### src/hdl/ccb_pkg.sv
// package: register map, field positions, types and states of the capture channel b control block
package ccb_pkg;
   localparam logic [7:0]  CTRL_OFS      = 8'h00;
   localparam logic [7:0]  STAT_OFS      = 8'h04;
   localparam logic [7:0]  IRQ_STAT_OFS  = 8'h08;
   localparam logic [7:0]  IRQ_MASK_OFS  = 8'h0c;
   localparam int          REQ_BIT       = 31;
   localparam int          BLK_BIT       = 30;
   localparam int          EN_BIT        = 15;
   localparam logic [31:0] CTRL_RESET    = 32'h4002_0030;
   localparam logic [31:0] CTRL_WMASK    = 32'h4013_9df3;
   localparam logic [2:0]  STAT_RESET    = 3'h0;
   localparam logic [3:0]  IRQ_RESET     = 4'h0;
   localparam logic [1:0]  RESP_OKAY     = 2'h0;
   localparam logic [1:0]  RESP_SLVERR   = 2'h2;

   // gray sequence along the usual path
   typedef enum logic [1:0] {
      CCB_RUN   = 2'h0,
      CCB_DRAIN = 2'h1,
      CCB_FLUSH = 2'h3,
      CCB_WAIT  = 2'h2
   } ccb_mode_t;

   typedef struct packed {
      logic f1_done;
      logic f2_done;
      logic frm_done;
      logic vert;
   } ccb_evt_t;

   typedef struct packed {
      logic        awvalid;
      logic [7:0]  awaddr;
      logic        wvalid;
      logic [31:0] wdata;
      logic [3:0]  wstrb;
      logic        bready;
      logic        arvalid;
      logic [7:0]  araddr;
      logic        rready;
   } ccb_axi_req_t;

   typedef struct packed {
      logic        awready;
      logic        wready;
      logic        bvalid;
      logic [1:0]  bresp;
      logic        arready;
      logic        rvalid;
      logic [31:0] rdata;
      logic [1:0]  rresp;
   } ccb_axi_rsp_t;
endpackage : ccb_pkg

### src/hdl/ccb_ctrl.sv
// file: capture channel b control register, channel reset and capture blocking logic
//
// Chosen here: register access over AXI4-Lite and the register addresses.
`timescale 1ns/100ps
module ccb_ctrl (
   input  wire logic                  core_clk,
   input  wire logic                  nrst,
   input  wire ccb_pkg::ccb_axi_req_t axi_req,
   output ccb_pkg::ccb_axi_rsp_t      axi_rsp,
   input  wire logic                  frame_start,
   input  wire logic                  field_start,
   input  wire ccb_pkg::ccb_evt_t     cap_evt,
   input  wire logic                  dma_pending,
   input  wire logic                  evt_request,
   output logic                       dma_event,
   output logic                       fifo_flush,
   output logic                       capture_channel_enable,
   output logic [31:0]                capture_b_control_reg,
   output logic                       irq
);

   ////////////////////////////////////////////////////////////////////////////
   typedef struct packed {
      logic [31:0]        ctrl;
      logic [2:0]         stat;
      logic [3:0]         irq_stat;
      logic [3:0]         irq_mask;
      ccb_pkg::ccb_mode_t mode;
      logic               gate;
      logic               frm_prev;
      logic               fld_prev;
      logic               flush;
      logic               aw_hold;
      logic [7:0]         aw_addr;
      logic               w_hold;
      logic [31:0]        w_data;
      logic [3:0]         w_strb;
      logic               bvalid;
      logic [1:0]         bresp;
      logic               rvalid;
      logic [31:0]        rdata;
      logic [1:0]         rresp;
   } ccb_state_t;

   ccb_state_t s_q;
   ccb_state_t s_d;
   logic [1:0] pins_sync;

   // frame and field starts come from the pixel clock side
   ccb_sync #(
      .W (2)
   ) u_sync (
      .core_clk (core_clk),
      .nrst     (nrst),
      .d        ({frame_start, field_start}),
      .q        (pins_sync)
   );

   function automatic logic [31:0] merge(input logic [31:0] old,
                                         input logic [31:0] wd,
                                         input logic [3:0]  be);
      logic [31:0] r;
      r = old;
      for (int i = 0; i < 4; i++) begin
         if (be[i]) begin
            r[i*8 +: 8] = wd[i*8 +: 8];
         end
      end
      return r;
   endfunction : merge

   function automatic logic mapped(input logic [7:0] a);
      return a == ccb_pkg::CTRL_OFS || a == ccb_pkg::STAT_OFS ||
             a == ccb_pkg::IRQ_STAT_OFS || a == ccb_pkg::IRQ_MASK_OFS;
   endfunction : mapped

   ////////////////////////////////////////////////////////////////////////////
   logic        frm_rise;
   logic        fld_rise;
   logic        blocked;
   logic        do_wr;
   logic        do_rd;
   logic [31:0] wv;
   logic [3:0]  evt_v;

   assign frm_rise = pins_sync[1] & ~s_q.frm_prev;
   assign fld_rise = pins_sync[0] & ~s_q.fld_prev;
   assign blocked  = s_q.ctrl[ccb_pkg::BLK_BIT];
   assign do_wr    = s_q.aw_hold & s_q.w_hold & ~s_q.bvalid;
   assign do_rd    = axi_req.arvalid & ~s_q.rvalid;
   assign evt_v    = {cap_evt.f1_done, cap_evt.f2_done, cap_evt.frm_done, cap_evt.vert};

   always_comb begin
      s_d          = s_q;
      s_d.frm_prev = pins_sync[1];
      s_d.fld_prev = pins_sync[0];
      s_d.flush    = 1'b0;
      wv           = merge(s_q.ctrl, s_q.w_data, s_q.w_strb);

      // write address and data are taken in either order
      if (axi_req.awvalid && !s_q.aw_hold) begin
         s_d.aw_hold = 1'b1;
         s_d.aw_addr = axi_req.awaddr;
      end
      if (axi_req.wvalid && !s_q.w_hold) begin
         s_d.w_hold = 1'b1;
         s_d.w_data = axi_req.wdata;
         s_d.w_strb = axi_req.wstrb;
      end
      if (s_q.bvalid && axi_req.bready) begin
         s_d.bvalid = 1'b0;
      end
      if (s_q.rvalid && axi_req.rready) begin
         s_d.rvalid = 1'b0;
      end

      // hardware events: set wins over a read clear, done below after the clear
      if (do_rd) begin
         s_d.rvalid = 1'b1;
         s_d.rresp  = mapped(axi_req.araddr) ? ccb_pkg::RESP_OKAY : ccb_pkg::RESP_SLVERR;
         case (axi_req.araddr)
            ccb_pkg::CTRL_OFS:     s_d.rdata = s_q.ctrl;
            ccb_pkg::STAT_OFS:     s_d.rdata = {29'h0, s_q.stat};
            ccb_pkg::IRQ_STAT_OFS: begin
               s_d.rdata    = {28'h0, s_q.irq_stat};
               s_d.irq_stat = 4'h0;
            end
            ccb_pkg::IRQ_MASK_OFS: s_d.rdata = {28'h0, s_q.irq_mask};
            default:               s_d.rdata = 32'h0;
         endcase
      end

      if (do_wr) begin
         s_d.aw_hold = 1'b0;
         s_d.w_hold  = 1'b0;
         s_d.bvalid  = 1'b1;
         s_d.bresp   = mapped(s_q.aw_addr) ? ccb_pkg::RESP_OKAY : ccb_pkg::RESP_SLVERR;
         case (s_q.aw_addr)
            ccb_pkg::CTRL_OFS: begin
               // request bit only sets from software, zero is ignored
               s_d.ctrl = (wv & ccb_pkg::CTRL_WMASK) |
                          (s_q.ctrl & (32'h1 << ccb_pkg::REQ_BIT)) |
                          (wv & (32'h1 << ccb_pkg::REQ_BIT));
               if (s_q.mode != ccb_pkg::CCB_RUN) begin
                  s_d.ctrl[ccb_pkg::REQ_BIT] = 1'b1;
               end
               if (wv[ccb_pkg::BLK_BIT] && !blocked) begin
                  s_d.gate = 1'b0;
               end
            end
            ccb_pkg::STAT_OFS:     s_d.stat     = s_q.stat & ~s_q.w_data[2:0];
            ccb_pkg::IRQ_MASK_OFS: s_d.irq_mask = s_q.w_data[3:0];
            default: ;
         endcase
      end

      // done flags and interrupt status not set by events while blocked
      if (!blocked) begin
         s_d.stat     = s_d.stat | evt_v[3:1];
         s_d.irq_stat = s_d.irq_stat | evt_v;
      end

      // blocking holds events off until the next frame start
      if (blocked) begin
         s_d.gate = 1'b0;
      end else if (frm_rise) begin
         s_d.gate = 1'b1;
      end

      case (s_q.mode)
         ccb_pkg::CCB_RUN: begin
            if (s_q.ctrl[ccb_pkg::REQ_BIT]) begin
               s_d.mode = ccb_pkg::CCB_DRAIN;
               s_d.gate = 1'b0;
               s_d.ctrl[ccb_pkg::EN_BIT] = 1'b0;
            end
         end
         ccb_pkg::CCB_DRAIN: begin
            s_d.gate = 1'b0;
            if (!dma_pending) begin
               s_d.mode  = ccb_pkg::CCB_FLUSH;
               s_d.flush = 1'b1;
            end
         end
         ccb_pkg::CCB_FLUSH: begin
            s_d.mode     = ccb_pkg::CCB_WAIT;
            s_d.ctrl     = ccb_pkg::CTRL_RESET | (32'h1 << ccb_pkg::REQ_BIT);
            s_d.stat     = ccb_pkg::STAT_RESET;
            s_d.irq_stat = ccb_pkg::IRQ_RESET;
            s_d.irq_mask = ccb_pkg::IRQ_RESET;
            s_d.gate     = 1'b0;
         end
         ccb_pkg::CCB_WAIT: begin
            s_d.mode = ccb_pkg::CCB_RUN;
            s_d.ctrl[ccb_pkg::REQ_BIT] = 1'b0;
         end
         default: s_d.mode = ccb_pkg::CCB_RUN;
      endcase
   end

   always_ff @(posedge core_clk or negedge nrst) begin
      if (!nrst) begin
         s_q          <= '0;
         s_q.ctrl     <= ccb_pkg::CTRL_RESET;
         s_q.stat     <= ccb_pkg::STAT_RESET;
         s_q.irq_stat <= ccb_pkg::IRQ_RESET;
         s_q.irq_mask <= ccb_pkg::IRQ_RESET;
         s_q.mode     <= ccb_pkg::CCB_RUN;
      end else begin
         s_q <= s_d;
      end
   end

   ////////////////////////////////////////////////////////////////////////////
   assign axi_rsp.awready = ~s_q.aw_hold;
   assign axi_rsp.wready  = ~s_q.w_hold;
   assign axi_rsp.bvalid  = s_q.bvalid;
   assign axi_rsp.bresp   = s_q.bresp;
   assign axi_rsp.arready = ~s_q.rvalid;
   assign axi_rsp.rvalid  = s_q.rvalid;
   assign axi_rsp.rdata   = s_q.rdata;
   assign axi_rsp.rresp   = s_q.rresp;

   // events pass only while enabled, unblocked and frame-synchronised
   // the request bit itself gates too: it stands one cycle before the drain starts
   assign dma_event = evt_request & s_q.gate & s_q.ctrl[ccb_pkg::EN_BIT] & ~blocked &
                      (s_q.mode == ccb_pkg::CCB_RUN) & ~s_q.ctrl[ccb_pkg::REQ_BIT] &
                      ~fld_rise;
   assign fifo_flush             = s_q.flush | blocked;
   assign capture_channel_enable = s_q.ctrl[ccb_pkg::EN_BIT];
   assign capture_b_control_reg  = s_q.ctrl;
   assign irq                    = |(s_q.irq_stat & s_q.irq_mask);

endmodule : ccb_ctrl

### src/hdl/ccb_sync.sv
// file: two-stage synchroniser for the video timing pins
`timescale 1ns/100ps
module ccb_sync #(
   parameter int W = 2
) (
   input  wire logic         core_clk,
   input  wire logic         nrst,
   input  wire logic [W-1:0] d,
   output logic      [W-1:0] q
);
   logic [W-1:0] meta_q;

   always_ff @(posedge core_clk or negedge nrst) begin
      if (!nrst) begin
         meta_q <= '0;
         q      <= '0;
      end else begin
         meta_q <= d;
         q      <= meta_q;
      end
   end
endmodule : ccb_sync

### config.mk
export PLATFORM = sky130hd
export DESIGN_NAME = ccb_ctrl
export DESIGN_NICKNAME = d
export VERILOG_FILES = /design/src/hdl/ccb_pkg.sv /design/src/hdl/ccb_ctrl.sv /design/src/hdl/ccb_sync.sv
export SDC_FILE = /design/constraint.sdc
export NUM_CORES = 1
export LEC_CHECK = 0
export BUFFER_PORTS_ARGS = -buffer_cell sky130_fd_sc_hd__buf_4
export CORE_UTILIZATION = 55
export DETAILED_ROUTE_END_ITERATION = 8
export PLACE_DENSITY = 0.95
export SLEW_MARGIN = 20
export SYNTH_ARGS = -nofsm -noshare
export SYNTH_HDL_FRONTEND = slang
export SYNTH_SLANG_ARGS = --single-unit
### constraint.sdc
create_clock -name core_clk -period 2.7 [get_ports core_clk]
set_input_delay 0.27 -clock core_clk [delete_from_list [all_inputs] [get_ports core_clk]]
set_output_delay 0.27 -clock core_clk [all_outputs]
set_load 0.005 [all_outputs]
* After elaboration in Yosys (flattened, before gate mapping)
Index checks and enable logic that the tools add are counted.
Storage, ports and cells: register bits after elaboration 137, bits of input ports 67, output and inout port bits 77, word-level logic and storage cells 135
Operators by class: equality and inequality tests 11, multiplexer cells 40, bitwise logic cells 28, reductions and logical operators 33
Operators by type and width (number):
- $pmux W32 S4 | 1
- $mux W35 | 2
- $mux W37 | 1
- $eq A8 B4 Y1 const B | 4
- $mux W32 | 1
- $or A31 B32 Y32 | 1
- $or A32 B32 Y32 | 1
- $mux W26 | 1
- $mux W8 | 3
- $eq A8 B3 Y1 const B | 2
- $logic_not A8 Y1 | 2
- $mux W4 | 4
- $reduce_bool A2 Y1 | 8
- $mux W15 | 1
- $mux W1 | 13
- $and A1 B1 Y1 | 11
- $mux W3 | 3
- $mux W9 | 1
- $not A1 Y1 | 9
- $pmux W2 S4 | 1
- $reduce_and A2 Y1 | 4
- $mux W7 | 1
- $logic_or A1 B1 Y1 | 6
- $mux W2 | 3
- 17 further kinds | 28

* Logic depth before layout (Yosys ltp)
depth in word-level cells 9, gate-level depth with buffers 5, depth with buffers taken out 5

* Cells and area by module
From an unflattened synthesis, not the netlist that was laid out.
Second synthesis, totals: cell total of the unflattened synthesis 392, area total of the unflattened synthesis 4555.6 µm²
By module, submodules not included:
- ccb_ctrl | instances 1, cells each 388, area each 4455.5 µm², sequential area each 2207.1 µm²
- ccb_sync | instances 1, cells each 4, area each 100.1 µm², sequential area each 100.1 µm²

* Worst setup path before layout
No wires, ideal clock.
path type register -> register, start point register s_q[76] (netlist bit), end point register s_q (netlist bit capture_b_control_reg[10]), library setup time 0.079 ns, arrival time 1.617 ns, data required time 2.621 ns, slack 1.004 ns, stages on the path, launching flop included 4, buffers on the path 0, cell sequence dfrtp_1 or4_4 nor4_4 mux2i_1
On the way: word-level cells in the longest chain between the ends 3
Ends and longest elaborated chain:
- from (decl) | line ccb_ctrl.sv:45 | ccb_state_t s_q;
- $logic_not A8 Y1 | line ccb_ctrl.sv:138 | case (s_q.aw_addr)
- $reduce_bool A2 Y1 (no line)
- $reduce_and A2 Y1 (no line)
Every way passes these cells. A chain may end at the register's enable or synchronous reset.

* Worst setup path in the final report
start point register s_q[89] (netlist bit), end point output port dma_event
On the way: word-level cells in the longest chain between the ends 4
Ends and longest elaborated chain:
- $logic_not A2 Y1 | line ccb_ctrl.sv:227 | (s_q.mode == ccb_pkg::CCB_RUN) & ~s_q.ctrl[ccb_pkg::REQ_BIT] &
- $and A1 B1 Y1 | line ccb_ctrl.sv:226 | assign dma_event = evt_request & s_q.gate & s_q.ctrl[ccb_pkg::EN_BIT] & ~blocked &
- $and A1 B1 Y1 (2 in a row) | line ccb_ctrl.sv:227
- to (decl) | line ccb_ctrl.sv:15 | output logic dma_event,
Every way passes these cells.

==> impl_results.md <==
* Global-route wire length before repair at 14,500 um
* Cells after synthesis at 386
* Post-Syn Area per Cell at 11.9 um2
* Total power divided by cell area at 794 nW/um2
* Worst EP arrival at 1.93 ns
* Worst r2r src: s_q[76]$_DFFE_PN0P_
* Chip height at 93.3 um
* CTS max path bufs at 2
* Synth top area share at 0.481
* Most frequent cells in the layout: 114 x buf_4, 88 x dfrtp_1, 31 x mux2_2
* Dpl ws at 0.738 ns
* CP Buf/Inv Count at 2
* FF-to-FF End: s_q[100]$_DFF_PN0_
* Yosys reg bits at 92
* Fmax at 455 MHz
* CTS Buf Count at 9
* CTS tree: yes
* Max reg flops at 49
* Largest family of logic cells by synthesized area: buffers and inverters
* Crit path cell chain: inv_1 > ha_1 > nor2b_1 > o21ai_0 > nor2_1 > buf_4
* H-Tree Depth at 3
* Share of post-route cells with drive strength above 1 at 0.408
* Initial DRT Pass Iterations at 4
* Final period util at 0.813
* Slew margin rel. at 0.498
* Final ANT Viol Nets at 0
* Post-synthesis simple-gate area fraction at 0.135
* Reg2Reg Setup Slack at 0.71 ns
* Number of global-route vias before repair at 2,939
* Cell area after synthesis at 4580 um2
* Setup Skew at 0.0165 ns
* Fin crit period at 2.20 ns
* Area contributors post-synth: dfrtp_1 48%, buf_4 11%, mux2_2 7.6%
* Final Hold Violating Endpoints at 0
* CP startpoint kind: register
* Final Max Tran Viols at 0
* Yosys warning count at 0
* Total die area at 8700 um2
* Setup TNS at 0 ns
* Worst Tran Pin Value at 0.747 ns
* Clock Latency Late Sink at 0.36 ns
* M3 GR Usage at 0.0553
* CTS root buf: clkbuf_8
* # clock sinks at 92
* Post-CTS Setup Repair Bufs at 0
* Placed Instances at 535
* Max-Cap Viols at 0
* Commonest register cell after synthesis: dfrtp_1
* Post-route insts no fill at 553
* Grt total ovfl at 0
* RSZ-0062 raised after global routing: no
* Initial core utilization at 0.581
* Reg clk slew, reported paths at 0.09 ns
* Hold path startpoint: dma_pending
* Worst path slowest cell: dfrtp_1
* Die Span X at 93.3 um
* Core Area at 7890 um2
* Static Leak at 2.53 nW
* Post-Synth Adder-Cell Area at 0.0109
* Area Overhead vs Synth at 15.8%
* Largest net degree at the start of global routing at 50
* Worst vdd ir at 521 uV
* NumNets Final at 518
* CTS Hold Bufs at 1
* Post-synth EDFFs at 0
* Worst setup EP type: output port
* Type of the worst setup path: reg -> out
* Initial antenna violation count at 0
* Async SR Flop Fraction at 1.00
* Filler cell count at 555
* Initial DRC count at 192
* Final worst slack at 0.504 ns
* Critical Path RT at 2.43 ns
* Mux share of post-synthesis cell area at 0.136
* WHS Endpoint: s_q[84]$_DFF_PN0_
* Netlist cell types at 45
* HPWL after DPL at 6640 um
* WP depth at 6
* Drt drc at 0
* Vias/cell at 5.34
* Crit-path max cell delay at 0.45 ns
* GRT Max-Usage Layer: met2
* Ant. Diodes at 0
* Post-CTS resize count at 0
* Hold path depth at 2
* Placer congestion estimate at 0.799
* Total GRT Usage at 0.223
* Worst-path fanout max at 7
* Routed len/inst at 16.3 um
* IO Pins at 144
* XOR/XNOR share of the synthesized area at 0
* DR vias at 2,955
* Met2 global-route usage at 0.368
* Final Setup Violations at 0
* Port Buf Inserts at 111
* Worst hold path type: in -> reg
* Final WL at 8990 um
* Row count at 32
* FF-to-FF path depth at 3
* Met1 usage at 0.278
* Compound-Gate Fraction of Synth Area at 0.0767
* Sequential share of the synthesized area at 0.504
* Delay-heaviest family, CP: simple AND/OR/NAND/NOR gates
* Largest area contributor in the netlist: dfrtp_1
* Status: completed
* Most common cell after layout, fill and taps aside: buf_4
## worst reg2reg max path, delay by kind of cell, from the launching register on
kind            cells  cell delay [ns]
compound gates      1             0.24
flops               1             0.40
simple gates        2             1.19
## worst max-delay path by stage
stage / end / slack, ns / startpoint
2_1_floorplan: capture_b_control_reg[10]$_DFFE_PN0P_ / 1.00 / s_q[76]$_DFFE_PN0P_
3_3_place_gp: s_q[98]$_DFF_PN0_ / 0.78 / s_q[76]$_DFFE_PN0P_
3_5_place_dp: s_q[98]$_DFF_PN0_ / 0.74 / s_q[76]$_DFFE_PN0P_
4_1_cts: dma_event / 0.51 / s_q[89]$_DFFE_PN0P_
5_1_grt: dma_event / 0.32 / s_q[89]$_DFFE_PN0P_
6_report: dma_event / 0.50 / s_q[89]$_DFFE_PN0P_
## synthesized netlist by cell type, types with 3 or more instances
cell type / count
nor2b_1: 10
o21ai_0: 5
mux2_2: 31
ha_1: 4
nor4_4: 4
a41oi_1: 3
nand2b_1: 19
dfstp_2: 4
nand4_1: 4
dfrtp_1: 88
a21oi_1: 3
inv_1: 10
mux2i_1: 23
a311oi_1: 4
buf_4: 70
or2b_2: 6
nand2_1: 8
a22o_1: 18
nor2_1: 23
o21bai_1: 3
clkbuf_1: 13
## power breakdown
part	internal (W)	switching (W)	total, W
logic	0.000641	0.000567	0.00121
registers	0.00172	0.000279	0.00200
clock network	0.000542	0.000458	0.00100
## routing by layer
layer,wire [um],vias to the layer above
li1,-,1372
met1,3670,1444
met2,4530,120
met3,563,19
met4,237,0
met5,0,-
## stage by stage
step	hold WS, ns	cell area, um2	power [W]	utilization
2_1_floorplan	-0.0256	4650	0.00288	-
3_3_place_gp	0.293	5060	0.00314	0.642
3_5_place_dp	0.300	5060	0.00322	0.642
4_1_cts	0.00556	5290	0.00423	0.670
5_1_grt	0.0722	5310	0.00448	0.673
6_report	0.0673	5310	0.00421	0.673
## final cells by class
class                   count  area (um2)  area share
inverters                  10        37.5     0.00707
well taps                 102         128      0.0241
repair buffers            118         906       0.171
flip-flops and latches     92        2310       0.435
clock inverters             4        73.8      0.0139
clock buffers              11         141      0.0266
multi-input cells         216        1710       0.323
## kinds of logic after synthesis
group | Yosys count
flops | 92
simple gates | 93
buf+inv | 95
compound gates | 45
other cells | 1
fa+ha+maj | 4
mux | 56
Power figures use the tool's default switching activity.
